==> src/design/spc_pkg.sv <==
// package for the system protect configuration register bank
package spc_pkg;
  // avalon word addresses (byte address = 4 * index)
  localparam logic [3:0] SPC_ADDR_KEY = 4'h0;
  localparam logic [3:0] SPC_ADDR_RAM = 4'h1;
  localparam logic [3:0] SPC_ADDR_FLASH = 4'h2;
  localparam int SPC_ADDR_W = 4;
  // unlock key and reset values
  localparam logic [15:0] SPC_KEY_UNLOCK = 16'h0096;
  localparam logic [15:0] SPC_KEY_RST = 16'h0000;
  localparam logic [2:0] SPC_RAM_RST = 3'h2;
  localparam logic SPC_RAM_RSV_RST = 1'b0;
  localparam logic [4:0] SPC_RAM_FIXED = 5'h04;
  localparam logic [1:0] SPC_WAIT_RST = 2'h1;
  localparam logic SPC_WAIT_RSV_RST = 1'b1;
  // field positions
  localparam int SPC_RSV_BIT = 8;
  localparam int SPC_RAM_FIX_LSB = 3;
  // ram size codes
  localparam logic [2:0] SPC_RAM_512B = 3'h0;
  localparam logic [2:0] SPC_RAM_1KB = 3'h1;
  localparam logic [2:0] SPC_RAM_2KB = 3'h2;
  // bus answer for unmapped addresses
  localparam logic [31:0] SPC_UNMAPPED_RD = 32'h0000_0000;

  typedef enum logic [0:0] {
    SPC_IDLE = 1'b0,
    SPC_DONE = 1'b1
  } spc_phase_t;

  typedef struct packed {
    logic [SPC_ADDR_W-1:0] address;
    logic read;
    logic write;
    logic [31:0] writedata;
    logic [3:0] byteenable;
  } spc_avm_req_t;

  typedef struct packed {
    spc_phase_t phase;
    logic waitreq;
    logic [31:0] rdata;
    logic [15:0] key;
    logic [2:0] ram_sel;
    logic ram_rsv;
    logic [1:0] wait_sel;
    logic wait_rsv;
    logic unlocked;
    logic [2:0] flash_cycles;
    logic [10:0] ram_bytes_m1;
  } spc_state_t;
endpackage

==> src/design/spc_regs.sv <==
// system protect key, internal ram size and flash read cycle registers on avalon-mm
`timescale 1ns/1ps
// Contract
// - protection is off only while the key register holds exactly 0x0096
// - while protected, writes to ram size and flash wait fields are dropped
// - key register is 16 bits read/write, resets to 0x0000 so protected
// - unlock persists until software writes a value other than the key
// - ram size code 0 is 512B, 1 is 1KB, 2 is 2KB; 3-7 reserved
// - flash read takes wait field plus one bus cycles, one to four
module spc_regs (
  input wire logic I_CLK,
  input wire logic I_RSTN,
  input wire logic i_CE,
  input wire logic [spc_pkg::SPC_ADDR_W-1:0] i_AVS_ADDRESS,
  input wire logic i_AVS_READ,
  input wire logic i_AVS_WRITE,
  input wire logic [31:0] i_AVS_WRITEDATA,
  input wire logic [3:0] i_AVS_BYTEENABLE,
  output logic [31:0] o_AVS_READDATA,
  output logic o_AVS_WAITREQUEST,
  output logic o_UNLOCKED,
  output logic [2:0] o_RAM_SIZE_SELECT,
  output logic [10:0] o_RAM_BYTES_M1,
  output logic [1:0] o_FLASH_WAIT_SELECT,
  output logic [2:0] o_FLASH_CYCLES_M1
);
  import spc_pkg::*;

  spc_state_t s_q;
  spc_state_t s_d;
  spc_avm_req_t req;
  logic [15:0] key_nx;

  // byte-lane merge of a 16-bit register
  function automatic logic [15:0] merge16(input logic [15:0] old, input logic [31:0] wd, input logic [3:0] be);
    merge16 = old;
    if (be[0]) begin
      merge16[7:0] = wd[7:0];
    end
    if (be[1]) begin
      merge16[15:8] = wd[15:8];
    end
  endfunction

  // usable ram size in bytes minus one
  function automatic logic [10:0] ram_bytes(input logic [2:0] sel);
    unique case (sel)
      SPC_RAM_512B: ram_bytes = 11'h1FF;
      SPC_RAM_1KB: ram_bytes = 11'h3FF;
      SPC_RAM_2KB: ram_bytes = 11'h7FF;
      default: ram_bytes = 11'h7FF;
    endcase
  endfunction

  assign req = '{address: i_AVS_ADDRESS, read: i_AVS_READ, write: i_AVS_WRITE,
                 writedata: i_AVS_WRITEDATA, byteenable: i_AVS_BYTEENABLE};

  // bus slave and register next state
  always_comb begin
    s_d = s_q;
    key_nx = merge16(s_q.key, req.writedata, req.byteenable);
    s_d.waitreq = 1'b1;
    if (s_q.phase == SPC_DONE) begin
      s_d.phase = SPC_IDLE;
    end else if (req.read || req.write) begin
      s_d.phase = SPC_DONE;
      s_d.waitreq = 1'b0;
      s_d.rdata = SPC_UNMAPPED_RD;
      if (req.write) begin
        unique case (req.address)
          SPC_ADDR_KEY: begin
            s_d.key = key_nx;
          end
          SPC_ADDR_RAM: begin
            if (s_q.unlocked) begin
              if (req.byteenable[0]) begin
                s_d.ram_sel = req.writedata[2:0];
              end
              if (req.byteenable[1]) begin
                s_d.ram_rsv = req.writedata[SPC_RSV_BIT];
              end
            end
          end
          SPC_ADDR_FLASH: begin
            if (s_q.unlocked) begin
              if (req.byteenable[0]) begin
                s_d.wait_sel = req.writedata[1:0];
              end
              if (req.byteenable[1]) begin
                s_d.wait_rsv = req.writedata[SPC_RSV_BIT];
              end
            end
          end
          default: begin
          end
        endcase
      end else begin
        unique case (req.address)
          SPC_ADDR_KEY: s_d.rdata = {16'h0000, s_q.key};
          SPC_ADDR_RAM: s_d.rdata = {23'h000000, s_q.ram_rsv, SPC_RAM_FIXED, s_q.ram_sel};
          SPC_ADDR_FLASH: s_d.rdata = {23'h000000, s_q.wait_rsv, 6'h00, s_q.wait_sel};
          default: s_d.rdata = SPC_UNMAPPED_RD;
        endcase
      end
    end
    s_d.unlocked = (s_d.key == SPC_KEY_UNLOCK);
    s_d.flash_cycles = {1'b0, s_d.wait_sel};
    s_d.ram_bytes_m1 = ram_bytes(s_d.ram_sel);
  end

  // state register, frozen while clock enable is low
  always_ff @(posedge I_CLK or negedge I_RSTN) begin
    if (!I_RSTN) begin
      s_q <= '{phase: SPC_IDLE, waitreq: 1'b1, rdata: 32'h0000_0000, key: SPC_KEY_RST,
               ram_sel: SPC_RAM_RST, ram_rsv: SPC_RAM_RSV_RST, wait_sel: SPC_WAIT_RST,
               wait_rsv: SPC_WAIT_RSV_RST, unlocked: 1'b0, flash_cycles: 3'h1,
               ram_bytes_m1: 11'h7FF};
    end else if (i_CE) begin
      s_q <= s_d;
    end
  end

  assign o_AVS_READDATA = s_q.rdata;
  assign o_AVS_WAITREQUEST = s_q.waitreq;
  assign o_UNLOCKED = s_q.unlocked;
  assign o_RAM_SIZE_SELECT = s_q.ram_sel;
  assign o_RAM_BYTES_M1 = s_q.ram_bytes_m1;
  assign o_FLASH_WAIT_SELECT = s_q.wait_sel;
  assign o_FLASH_CYCLES_M1 = s_q.flash_cycles;
endmodule

==> config.mk <==
export PLATFORM = sky130hd
export DESIGN_NAME = spc_regs
export DESIGN_NICKNAME = d
export VERILOG_FILES = /design/src/design/spc_pkg.sv /design/src/design/spc_regs.sv
export SDC_FILE = /design/constraint.sdc
export NUM_CORES = 1
export LEC_CHECK = 0
export ABC_CLOCK_PERIOD_IN_PS = 3000
export BUFFER_PORTS_ARGS = -buffer_cell sky130_fd_sc_hd__buf_2
export CORE_MARGIN = 3
export CORE_UTILIZATION = 30
export CTS_CLUSTER_DIAMETER = 30
export DETAILED_ROUTE_END_ITERATION = 10
export GPL_TIMING_DRIVEN = 0
export SYNTH_ARGS = -nofsm -noshare
export SYNTH_HDL_FRONTEND = slang
export SYNTH_SLANG_ARGS = --single-unit
==> constraint.sdc <==
create_clock -name I_CLK -period 3 [get_ports I_CLK]
set_clock_uncertainty 0.15 [all_clocks]
set_input_delay 0.3 -clock I_CLK [delete_from_list [all_inputs] [get_ports I_CLK]]
set_output_delay 0.3 -clock I_CLK [all_outputs]
set_load 0.005 [all_outputs]
### Yosys cells after proc, flatten, opt, wreduce, memory -nomap -nowiden

Cells that the tools add are included.

* equality and inequality tests: 4
* multiplexer cells: 18
* bitwise gates (word level): 1
* reductions and logical operators: 7

Operator list (number)
* 2-to-1 mux 57 bit: 1
* 2-to-1 mux 56 bit: 1
* one-hot mux 16 bit (3 select lines): 1
* 2-to-1 mux 32 bit: 1
* 2-to-1 mux 23 bit: 1
* one-hot mux 11 bit (2 select lines): 1
* AND reduction 7 bit: 3
* equality test 16 x 8 -> 1 bit, second input constant: 1
* 2-to-1 mux 16 bit: 1
* 2-to-1 mux 8 bit: 2
* 2-to-1 mux 3 bit: 3
* 2-to-1 mux 4 bit: 2
* equality test 4 x 1 -> 1 bit, second input constant: 1
* equality test 4 x 2 -> 1 bit, second input constant: 1
* zero test 4 bit: 1
* equality test 3 x 1 -> 1 bit, second input constant: 1
* zero test 3 bit: 1
* 2-to-1 mux 1 bit: 3
* AND reduction 3 bit: 1
* 2-to-1 mux 2 bit: 1
* logical OR 1 bit: 1
* NOT 1 bit: 1

* register bits: 69

### Depth between registers and ports, before layout

Gate-level depths: netlist of run 1.

* depth in word-level cells: 8
* depth in mapped cells: 6

### Least setup slack after synthesis of run 1

No wires, ideal clock.

* kind: input -> register
* start point: input port i_AVS_ADDRESS[0] (netlist name)
* end point: register s_q (netlist bit o_UNLOCKED)
* arrival: 1.933 ns
* path slack: 0.850 ns
* stages on the path: 6
* buffers on the path: 2
* path through: buf_6 > or4_1 > clkbuf_2 > or4_1 > a221oi_1 > a41o_1

* word-level cells in the longest chain between the ends: 6

Ends and longest elaborated chain
* from (decl): RTL line spc_regs.sv:14 `input wire logic [spc_pkg::SPC_ADDR_W-1:0] i_AVS_ADDRESS,`
* zero test 4 bit: RTL line spc_regs.sv:70 `unique case (req.address)`
* 2-to-1 mux 16 bit: RTL line spc_regs.sv:70
* 2-to-1 mux 23 bit: RTL line spc_regs.sv:69 `if (req.write) begin`
* 2-to-1 mux 57 bit: RTL line spc_regs.sv:65 `end else if (req.read || req.write) begin`
* 2-to-1 mux 56 bit: RTL line spc_regs.sv:63 `if (s_q.phase == SPC_DONE) begin`
* equality test 16 x 8 -> 1 bit: RTL line spc_regs.sv:106 `s_d.unlocked = (s_d.key == SPC_KEY_UNLOCK);`
* to (signal assigned): RTL line spc_regs.sv:114 `s_q <= '{phase: SPC_IDLE, waitreq: 1'b1, rdata: 32'h0000_0000, key: SPC_KEY_RST,`
* to (decl): RTL line spc_regs.sv:29 `spc_state_t s_q;`

Every way passes these cells. The select of a mux whose other input is x is not followed.
A chain may end at the register's enable or synchronous reset.

### Worst setup path after layout of run 1

* start point: input port i_AVS_ADDRESS[1] (netlist name)
* end point: register s_q (netlist bit o_AVS_READDATA[10])

* word-level cells in the longest chain between the ends: 3
* elaborated cells between the ends (all ways): 5
* those cells by class: eq/ne (2); mux (2); reduce/logical (1)

Ends and longest elaborated chain
* equality test 4 x 2 -> 1 bit, or another cell as far along: RTL line spc_regs.sv:98 `unique case (req.address)`
* one-hot mux 16 bit (3 select lines) *: RTL line spc_regs.sv:98
* 2-to-1 mux 32 bit *: RTL line spc_regs.sv:69

Every way passes the cells marked *; elsewhere a longest branch is shown, timed or not.

==> metrics.sh, run 1 <==
YS.WARNINGS.COUNT=0
DRC=0
WORST-ENDPOINT-REQUIRED_NS=3.09
SETUP_TNS_NS=0
DIE_AREA_MM2=0.00900
REPORT.FINAL.HOLD_VIOL_COUNT=0
POST_SYNTH_NUM_CELL_TYPES=38
FINAL-MAX-SLEW-VIOLATION-COUNT=0
DRV.MAX_CAP_VIOLATION_COUNT=0
YS_DOMINANT_REG_CELL='dfrtp_1'
HTREEDEPTH=2
WORST-SETUP-PATH-TYPE='in -> reg'
AVGSYNTHCELLAREA_UM2=11.2
ANTENNA_VIOLATING_NETS_POST_ROUTE=0
MAXSLEWHEADROOM_PCT=33.9
POST-LAYOUT-TOTAL-POWER_mW=1.28
DETAILEDROUTE.FIRSTPASSITERATIONCOUNT=4
IO_BUFFERS=51
DIEHEIGHT_UM=94.9
CLK_TRANSITION_REPORTED_PATHS_NS=0.09
AREA.GROWTH.SYNTH_TO_FINAL_PCT=24.7
CORE_AREA_MM2=0.00745
POSTCTSRESIZEDCELLS=0
GRT_FIRST_PASS_WIRELENGTH_UM=8360
FINAL_CELL_MIX='buf_4, buf_2, dfrtp_1'
MAX_FREQ_MHz=489
IOPINCOUNT=98
LEAKAGEPOWER_nW=1.56
WORST_R2R_STARTPOINT='s_q[36]$_DFFE_PN0P_'
YOSYS.AREA_SHARE.ADDER_PCT=0
POST_SYNTH_INSTANCE_AREA_MM2=0.00237
CHIPWIDTH_UM=94.9
SYNTHXORXNORAREAFRAC_PCT=0
FP-ROW-COUNT=31
SYNTH_AREA_LEADER_CELL='dfrtp_1'
SEQ_AREA_FRAC_SYNTH_PCT=46.8
NNETSFINAL=339
SYNTHDOMINANTCELLAREASHARE_PCT=40.1
CLOCK_SINKS=44
ROUTE.VIAS.TOTAL=1705
STATUS='complete, no violations'
VIA_PER_INST=4.33
DETAILEDPLACEMENTHPWL_UM=4010
POWERDENSITY_mW_PER_MM2=433
NUM_ANTENNA_CELLS=0
SETUP_VIOL=0
SYNTH_SIMPLE_GATE_AREA_SHARE_PCT=11.0
CTS_SETUP_BUFFERS=0
PEAKVDDDROP_mV=0.199
INSERTION_DELAY_NS=0.30
REGISTER_BIT_COUNT_REPORTED_BY_YOSYS=44
HP-CLASS='in -> async'
INITIAL_CORE_UTIL_PCT=31.8
WORST_SETUP_PATH_START_KIND='input pin'
NUMBER_OF_ENABLE_FLIP_FLOP_CELLS_AFTER_SYNTHESIS=0
CRITPATHLAUNCH='i_AVS_ADDRESS[1]'
MULTIPLEXER_AREA_FRACTION_AFTER_SYNTHESIS_PCT=13.9
GRT_MAX_DEGREE=45
POST_DRT_WL_PER_CELL_UM=13.2
MAX-CLOCK-PATH-BUFFERS=2
CTS_HOLD_BUFFERS=0
ENDPOINT_KIND='flip-flop'
CTS_TREE='done'
WORSTPATHARRIVAL_NS=2.13
SYNTH_COMPOUND_GATE_AREA_SHARE_PCT=9.87
DRIVE_GT1_SHARE_PCT=50.2
ASYNC_FLOP_SHARE_PCT=100
FINALCRITPERIODSHARE_PCT=68.1
SYNTH_TOP_FAMILY_BY_AREA='buffers and inverters'
DRT-TOTAL-WL_UM=5190
FILL_CELLS=761
CRIT_PATH_MAX_FANOUT=10
TIGHTEST_SLEW_NS=0.992
RSZ0062_AT_GRT='no'
GLOBALPLACE.CONGESTION=0.812
DRT_FIRST_ITER_VIOLATIONS=72
CTS_INSERTED_BUFFERS=5
SYNTH_TOP_CELLS_BY_AREA='dfrtp_1, buf_4, mux2_2, dfstp_2, a22o_1'
FIN_CRIT_NS=2.04
GRT_USE_TOTAL_PCT=12.1
CTSROOTBUFFERMASTER='clkbuf_8'
GLOBALROUTEOVERFLOWTOTAL=0
SYN-INSTANCE-COUNT=212
ANTENNA_FOUND_INITIAL=0
FIRST_GLOBAL_VIAS=1700
cell type report:
type / count / area (um2) / share of cell area, %
Sequential cell: 44 / 1110 / 37.5
Tap cell: 99 / 124 / 4.19
Multi-Input combinational cell: 133 / 922 / 31.2
Buffer: 57 / 422 / 14.3
Clock buffer: 5 / 68.8 / 2.33
Timing Repair Buffer: 51 / 255 / 8.64
Inverter: 2 / 7.51 / 0.254
Clock inverter: 3 / 46.3 / 1.57
per-stage QoR:
stage | cell area [um2] | std cells | hold WS [ns] | worst slack (ns) | utilization (%)
2_1_floorplan | 2460 | 236 | -0.146 | 0.850 | -
3_3_place_gp | 2840 | 386 | 0.307 | 0.659 | 38.1
3_5_place_dp | 2840 | 386 | 0.323 | 0.635 | 38.1
4_1_cts | 2950 | 394 | 0.0359 | 0.945 | 39.7
5_1_grt | 2950 | 394 | 0.0542 | 0.814 | 39.7
6_report | 2950 | 394 | 0.0101 | 0.957 | 39.7
path summary, 6_finish.rpt:
kind | end | slack [ns] | cells after the start
min reg2reg | o_RAM_BYTES_M1[10]$_DFFE_PN1P_ | 0.34 | 2
max in group asynchronous | s_q[23]$_DFFE_PN0P_ | 2.07 | 1
min in group I_CLK | o_RAM_BYTES_M1[9]$_DFFE_PN1P_ | 0.05 | 2
min | o_UNLOCKED$_DFFE_PN0P_ | 0.01 | 1
max reg2reg | o_UNLOCKED$_DFFE_PN0P_ | 1.15 | 4
max | o_AVS_READDATA[10]$_DFFE_PN0P_ | 0.96 | 6
Yosys cell counts, types with 3 or more instances:
master / instances
nor4_1: 4
a22o_1: 14
or4_1: 3
o21ai_0: 5
dfrtp_1: 38
dfstp_2: 6
nor2_1: 10
mux2i_1: 6
clkbuf_1: 3
nor3_1: 3
nand2_1: 13
buf_4: 51
mux2_2: 24
worst max-delay path: stages:
cell and delay, ns:
buf_2 0.14, or4_1 0.53, clkbuf_2 0.18, nor3_1 0.37
clkbuf_1 0.41, a22o_1 0.20
per-layer routing:
metal,part of all wire [%],global-route usage [%],up-vias
li1,-,-,848
met1,45,16.1,804
met2,48,19.3,48
met3,5.5,2.31,5
met4,1.3,4.69,0
met5,0,0,-
power by group:
part           total [mW]  internal (mW)  switching [mW]
clock network       0.467          0.251           0.216
registers           0.648          0.626          0.0224
logic               0.162         0.0828          0.0792
kinds of logic (layout without fill, tap and decap cells):
family / Yosys count / in the layout
other cells: 2 / 26
simple gates: 48 / 48
buf+inv: 59 / 118
compound gates: 29 / 29
flops: 44 / 44
mux: 30 / 30
state kept, by name, summed over array words and instances, names as in the netlist:
| name | cells |
|---|---|
| o_RAM_BYTES_M1 | 2 |
| o_AVS_WAITREQUEST | 1 |
| s_q | 19 |
| o_UNLOCKED | 1 |
| o_FLASH_CYCLES_M1 | 2 |
| o_AVS_READDATA | 16 |
| o_RAM_SIZE_SELECT | 3 |
(Power assumes the default switching activity.)
==> inputs of run 2 (changes only) <==
ABC_CLOCK_PERIOD_IN_PS = 2140   (was 3000)
clock period = 2.14 ns   (was 3 ns; I/O delays follow)
==> run 2 against run 1 <==
Net effect: die area unchanged; cell count rose by 0.76%; global-route usage up 0.067 points; setup slack worse by 0.77 ns; largest cell class unchanged; largest power group unchanged.
==> metrics.sh, run 2 (same netlist as run 1, synthesis figures left out) <==
DETAILEDPLACEMENTHPWL_UM=4010  # unchanged
CTS_TREE='done'
TIMING.HOLD.WS_NS=0.00780  # -0.00229 ns
FINAL_CELL_MIX='buf_4, buf_2, dfrtp_1'
WORSTPATHARRIVAL_NS=2.04  # -0.09 ns
CRITPATHLAUNCH='i_AVS_ADDRESS[1]'
LEAKAGEPOWER_nW=1.57  # +0.80%
INITIAL_CORE_UTIL_PCT=31.8  # unchanged
HTREEDEPTH=2  # unchanged
SETUP_VIOL=0  # unchanged
HP-CLASS='in -> reg'
REPORT.FINAL.HOLD_VIOL_COUNT=0  # unchanged
ROUTE.VIAS.TOTAL=1707  # +0.12%
ENDPOINT_KIND='flip-flop'
INSERTION_DELAY_NS=0.30  # about the same
CORE_AREA_MM2=0.00745  # unchanged
GLOBAL_ROUTE.USAGE.MET3_PCT=2.31  # unchanged
DIEHEIGHT_UM=94.9  # unchanged
DRC=0  # unchanged
TIGHTEST_SLEW_NS=0.993  # +0.00107 ns
RSZ0062_AT_GRT='no'
GRT_USE_TOTAL_PCT=12.1  # +0.067 points
DETAILEDROUTE.FIRSTPASSITERATIONCOUNT=4  # unchanged
WORST-ENDPOINT-REQUIRED_NS=2.23  # -0.86 ns
DRT-TOTAL-WL_UM=5210  # +0.33%
POST_DRT_WL_PER_CELL_UM=13.1  # -0.43%
CTS_INSERTED_BUFFERS=5  # unchanged
ANTENNA_VIOLATING_NETS_POST_ROUTE=0  # unchanged
GRT-BUSIEST-LAYER='met2'
CHIPWIDTH_UM=94.9  # unchanged
IOPINCOUNT=98  # unchanged
CLK_TRANSITION_REPORTED_PATHS_NS=0.09  # about the same
POWERDENSITY_mW_PER_MM2=601  # +39%
IO_BUFFERS=51  # unchanged
DRT_FIRST_ITER_VIOLATIONS=79  # +9.7%
FIRST_GLOBAL_VIAS=1710  # +0.59%
NNETSFINAL=342  # +0.88%
POSTCTSRESIZEDCELLS=0  # unchanged
WORST_SETUP_PATH_START_KIND='input pin'
NUM_ANTENNA_CELLS=0  # unchanged
LAYOUTNONFILLERINSTCOUNT=397  # +0.76%
FINALCRITPERIODSHARE_PCT=91.2
CTSROOTBUFFERMASTER='clkbuf_8'
DRIVE_GT1_SHARE_PCT=49.7  # -0.51 points
PLACE_AREA_MM2=0.00284  # unchanged
GLOBALROUTEOVERFLOWTOTAL=0  # unchanged
POSTLAYOUTCOREUTIL_PCT=40.1  # +0.40 points
VIA_PER_INST=4.30  # -0.64%
MIN-DELAY-START='i_AVS_WRITEDATA[11]'
DRV.MAX_CAP_VIOLATION_COUNT=0  # unchanged
AREA.GROWTH.SYNTH_TO_FINAL_PCT=25.9
FP-ROW-COUNT=31  # unchanged
USE_MET2_PCT=19.4  # +0.12 points
GRT_FIRST_PASS_WIRELENGTH_UM=8400  # +0.59%
ANTENNA_FOUND_INITIAL=0  # unchanged
CRIT_PATH_MAX_FANOUT=10  # unchanged
GRT_MAX_DEGREE=45  # unchanged
PEAKVDDDROP_mV=0.279  # +40%
REGISTERS.TOP_BY_FF_COUNT='s_q'
DIE_AREA_MM2=0.00900  # unchanged
GLOBAL_ROUTE.USAGE.MET1_PCT=16.2  # +0.10 points
LARGEST_REGISTER_FFS=19  # unchanged
STDCELL_AREA_MM2=0.00298  # +1.0%
MAX_FREQ_MHz=512
STATUS='complete, no violations'
POST-LAYOUT-TOTAL-POWER_mW=1.79  # +40%
WORST_R2R_STARTPOINT='s_q[36]$_DFFE_PN0P_'
WORST-SETUP-PATH-TYPE='in -> reg'
GLOBALPLACE.CONGESTION=0.812  # unchanged
DP.CELLS=386  # unchanged
FIN_CRIT_NS=1.95
FINAL-MAX-SLEW-VIOLATION-COUNT=0  # unchanged
CLOCK_SINKS=44  # unchanged
MAX-CLOCK-PATH-BUFFERS=2  # unchanged
MAXSLEWHEADROOM_PCT=33.8  # -0.071 points
## run 2: cell types whose count changed in the layout (fill, tap and decap cells not counted), sizes merged
cell,delta
dlygate4sd3,+3
## run 2: stage by stage
step                TNS [ns]  setup slack [ns]
floorplan                  0            0.0764
global placement       -1.14            -0.115
detailed placement     -1.38            -0.139
CTS                        0             0.171
global route               0            0.0300
finish                     0             0.188
## run 2: final timing paths
path	end	slack [ns]	cells after the start
worst max register to register	o_UNLOCKED$_DFFE_PN0P_	0.29	4
min in group asynchronous	o_UNLOCKED$_DFFE_PN0P_	0.47	2
max in group asynchronous	s_q[23]$_DFFE_PN0P_	0.75	2
worst max-delay path	o_AVS_READDATA[10]$_DFFE_PN0P_	0.19	6
worst min register to register	o_RAM_BYTES_M1[10]$_DFFE_PN1P_	0.34	2
worst min-delay path	s_q[33]$_DFFE_PN0P_	0.008	2
## run 2: critical path: stages
cell and delay [ns]:
buf_2 0.14, or4_1 0.53, clkbuf_2 0.18, nor3_1 0.37
clkbuf_1 0.41, a22o_1 0.20
## run 2: layout make-up
class / count / area (um2)
Clock inverter: 3 / 46.3
Fill cell: 759 / 4460
Buffer: 57 / 422
Clock buffer: 5 / 68.8
Multi-Input combinational cell: 133 / 922
Inverter: 2 / 7.51
Sequential cell: 44 / 1110
Tap cell: 99 / 124
Timing Repair Buffer: 54 / 285
## run 2: repair_timing
item / 4_1_cts / 5_1_grt
hold buffers: 3 / 0
buffers inserted: 0 / 0
endpoints found under the hold margin: 41 / 0
## run 2: report_power, final
group	switching, mW	internal (mW)	total [mW]
combinational	0.112	0.120	0.232
clock	0.303	0.352	0.654
sequential	0.0313	0.877	0.909
## run 2: metal layers
layer	up-vias	part of all wire, %
met5	-	0
met1	802	45
li1	852	-
met3	5	5.5
met4	0	1.2
met2	48	48
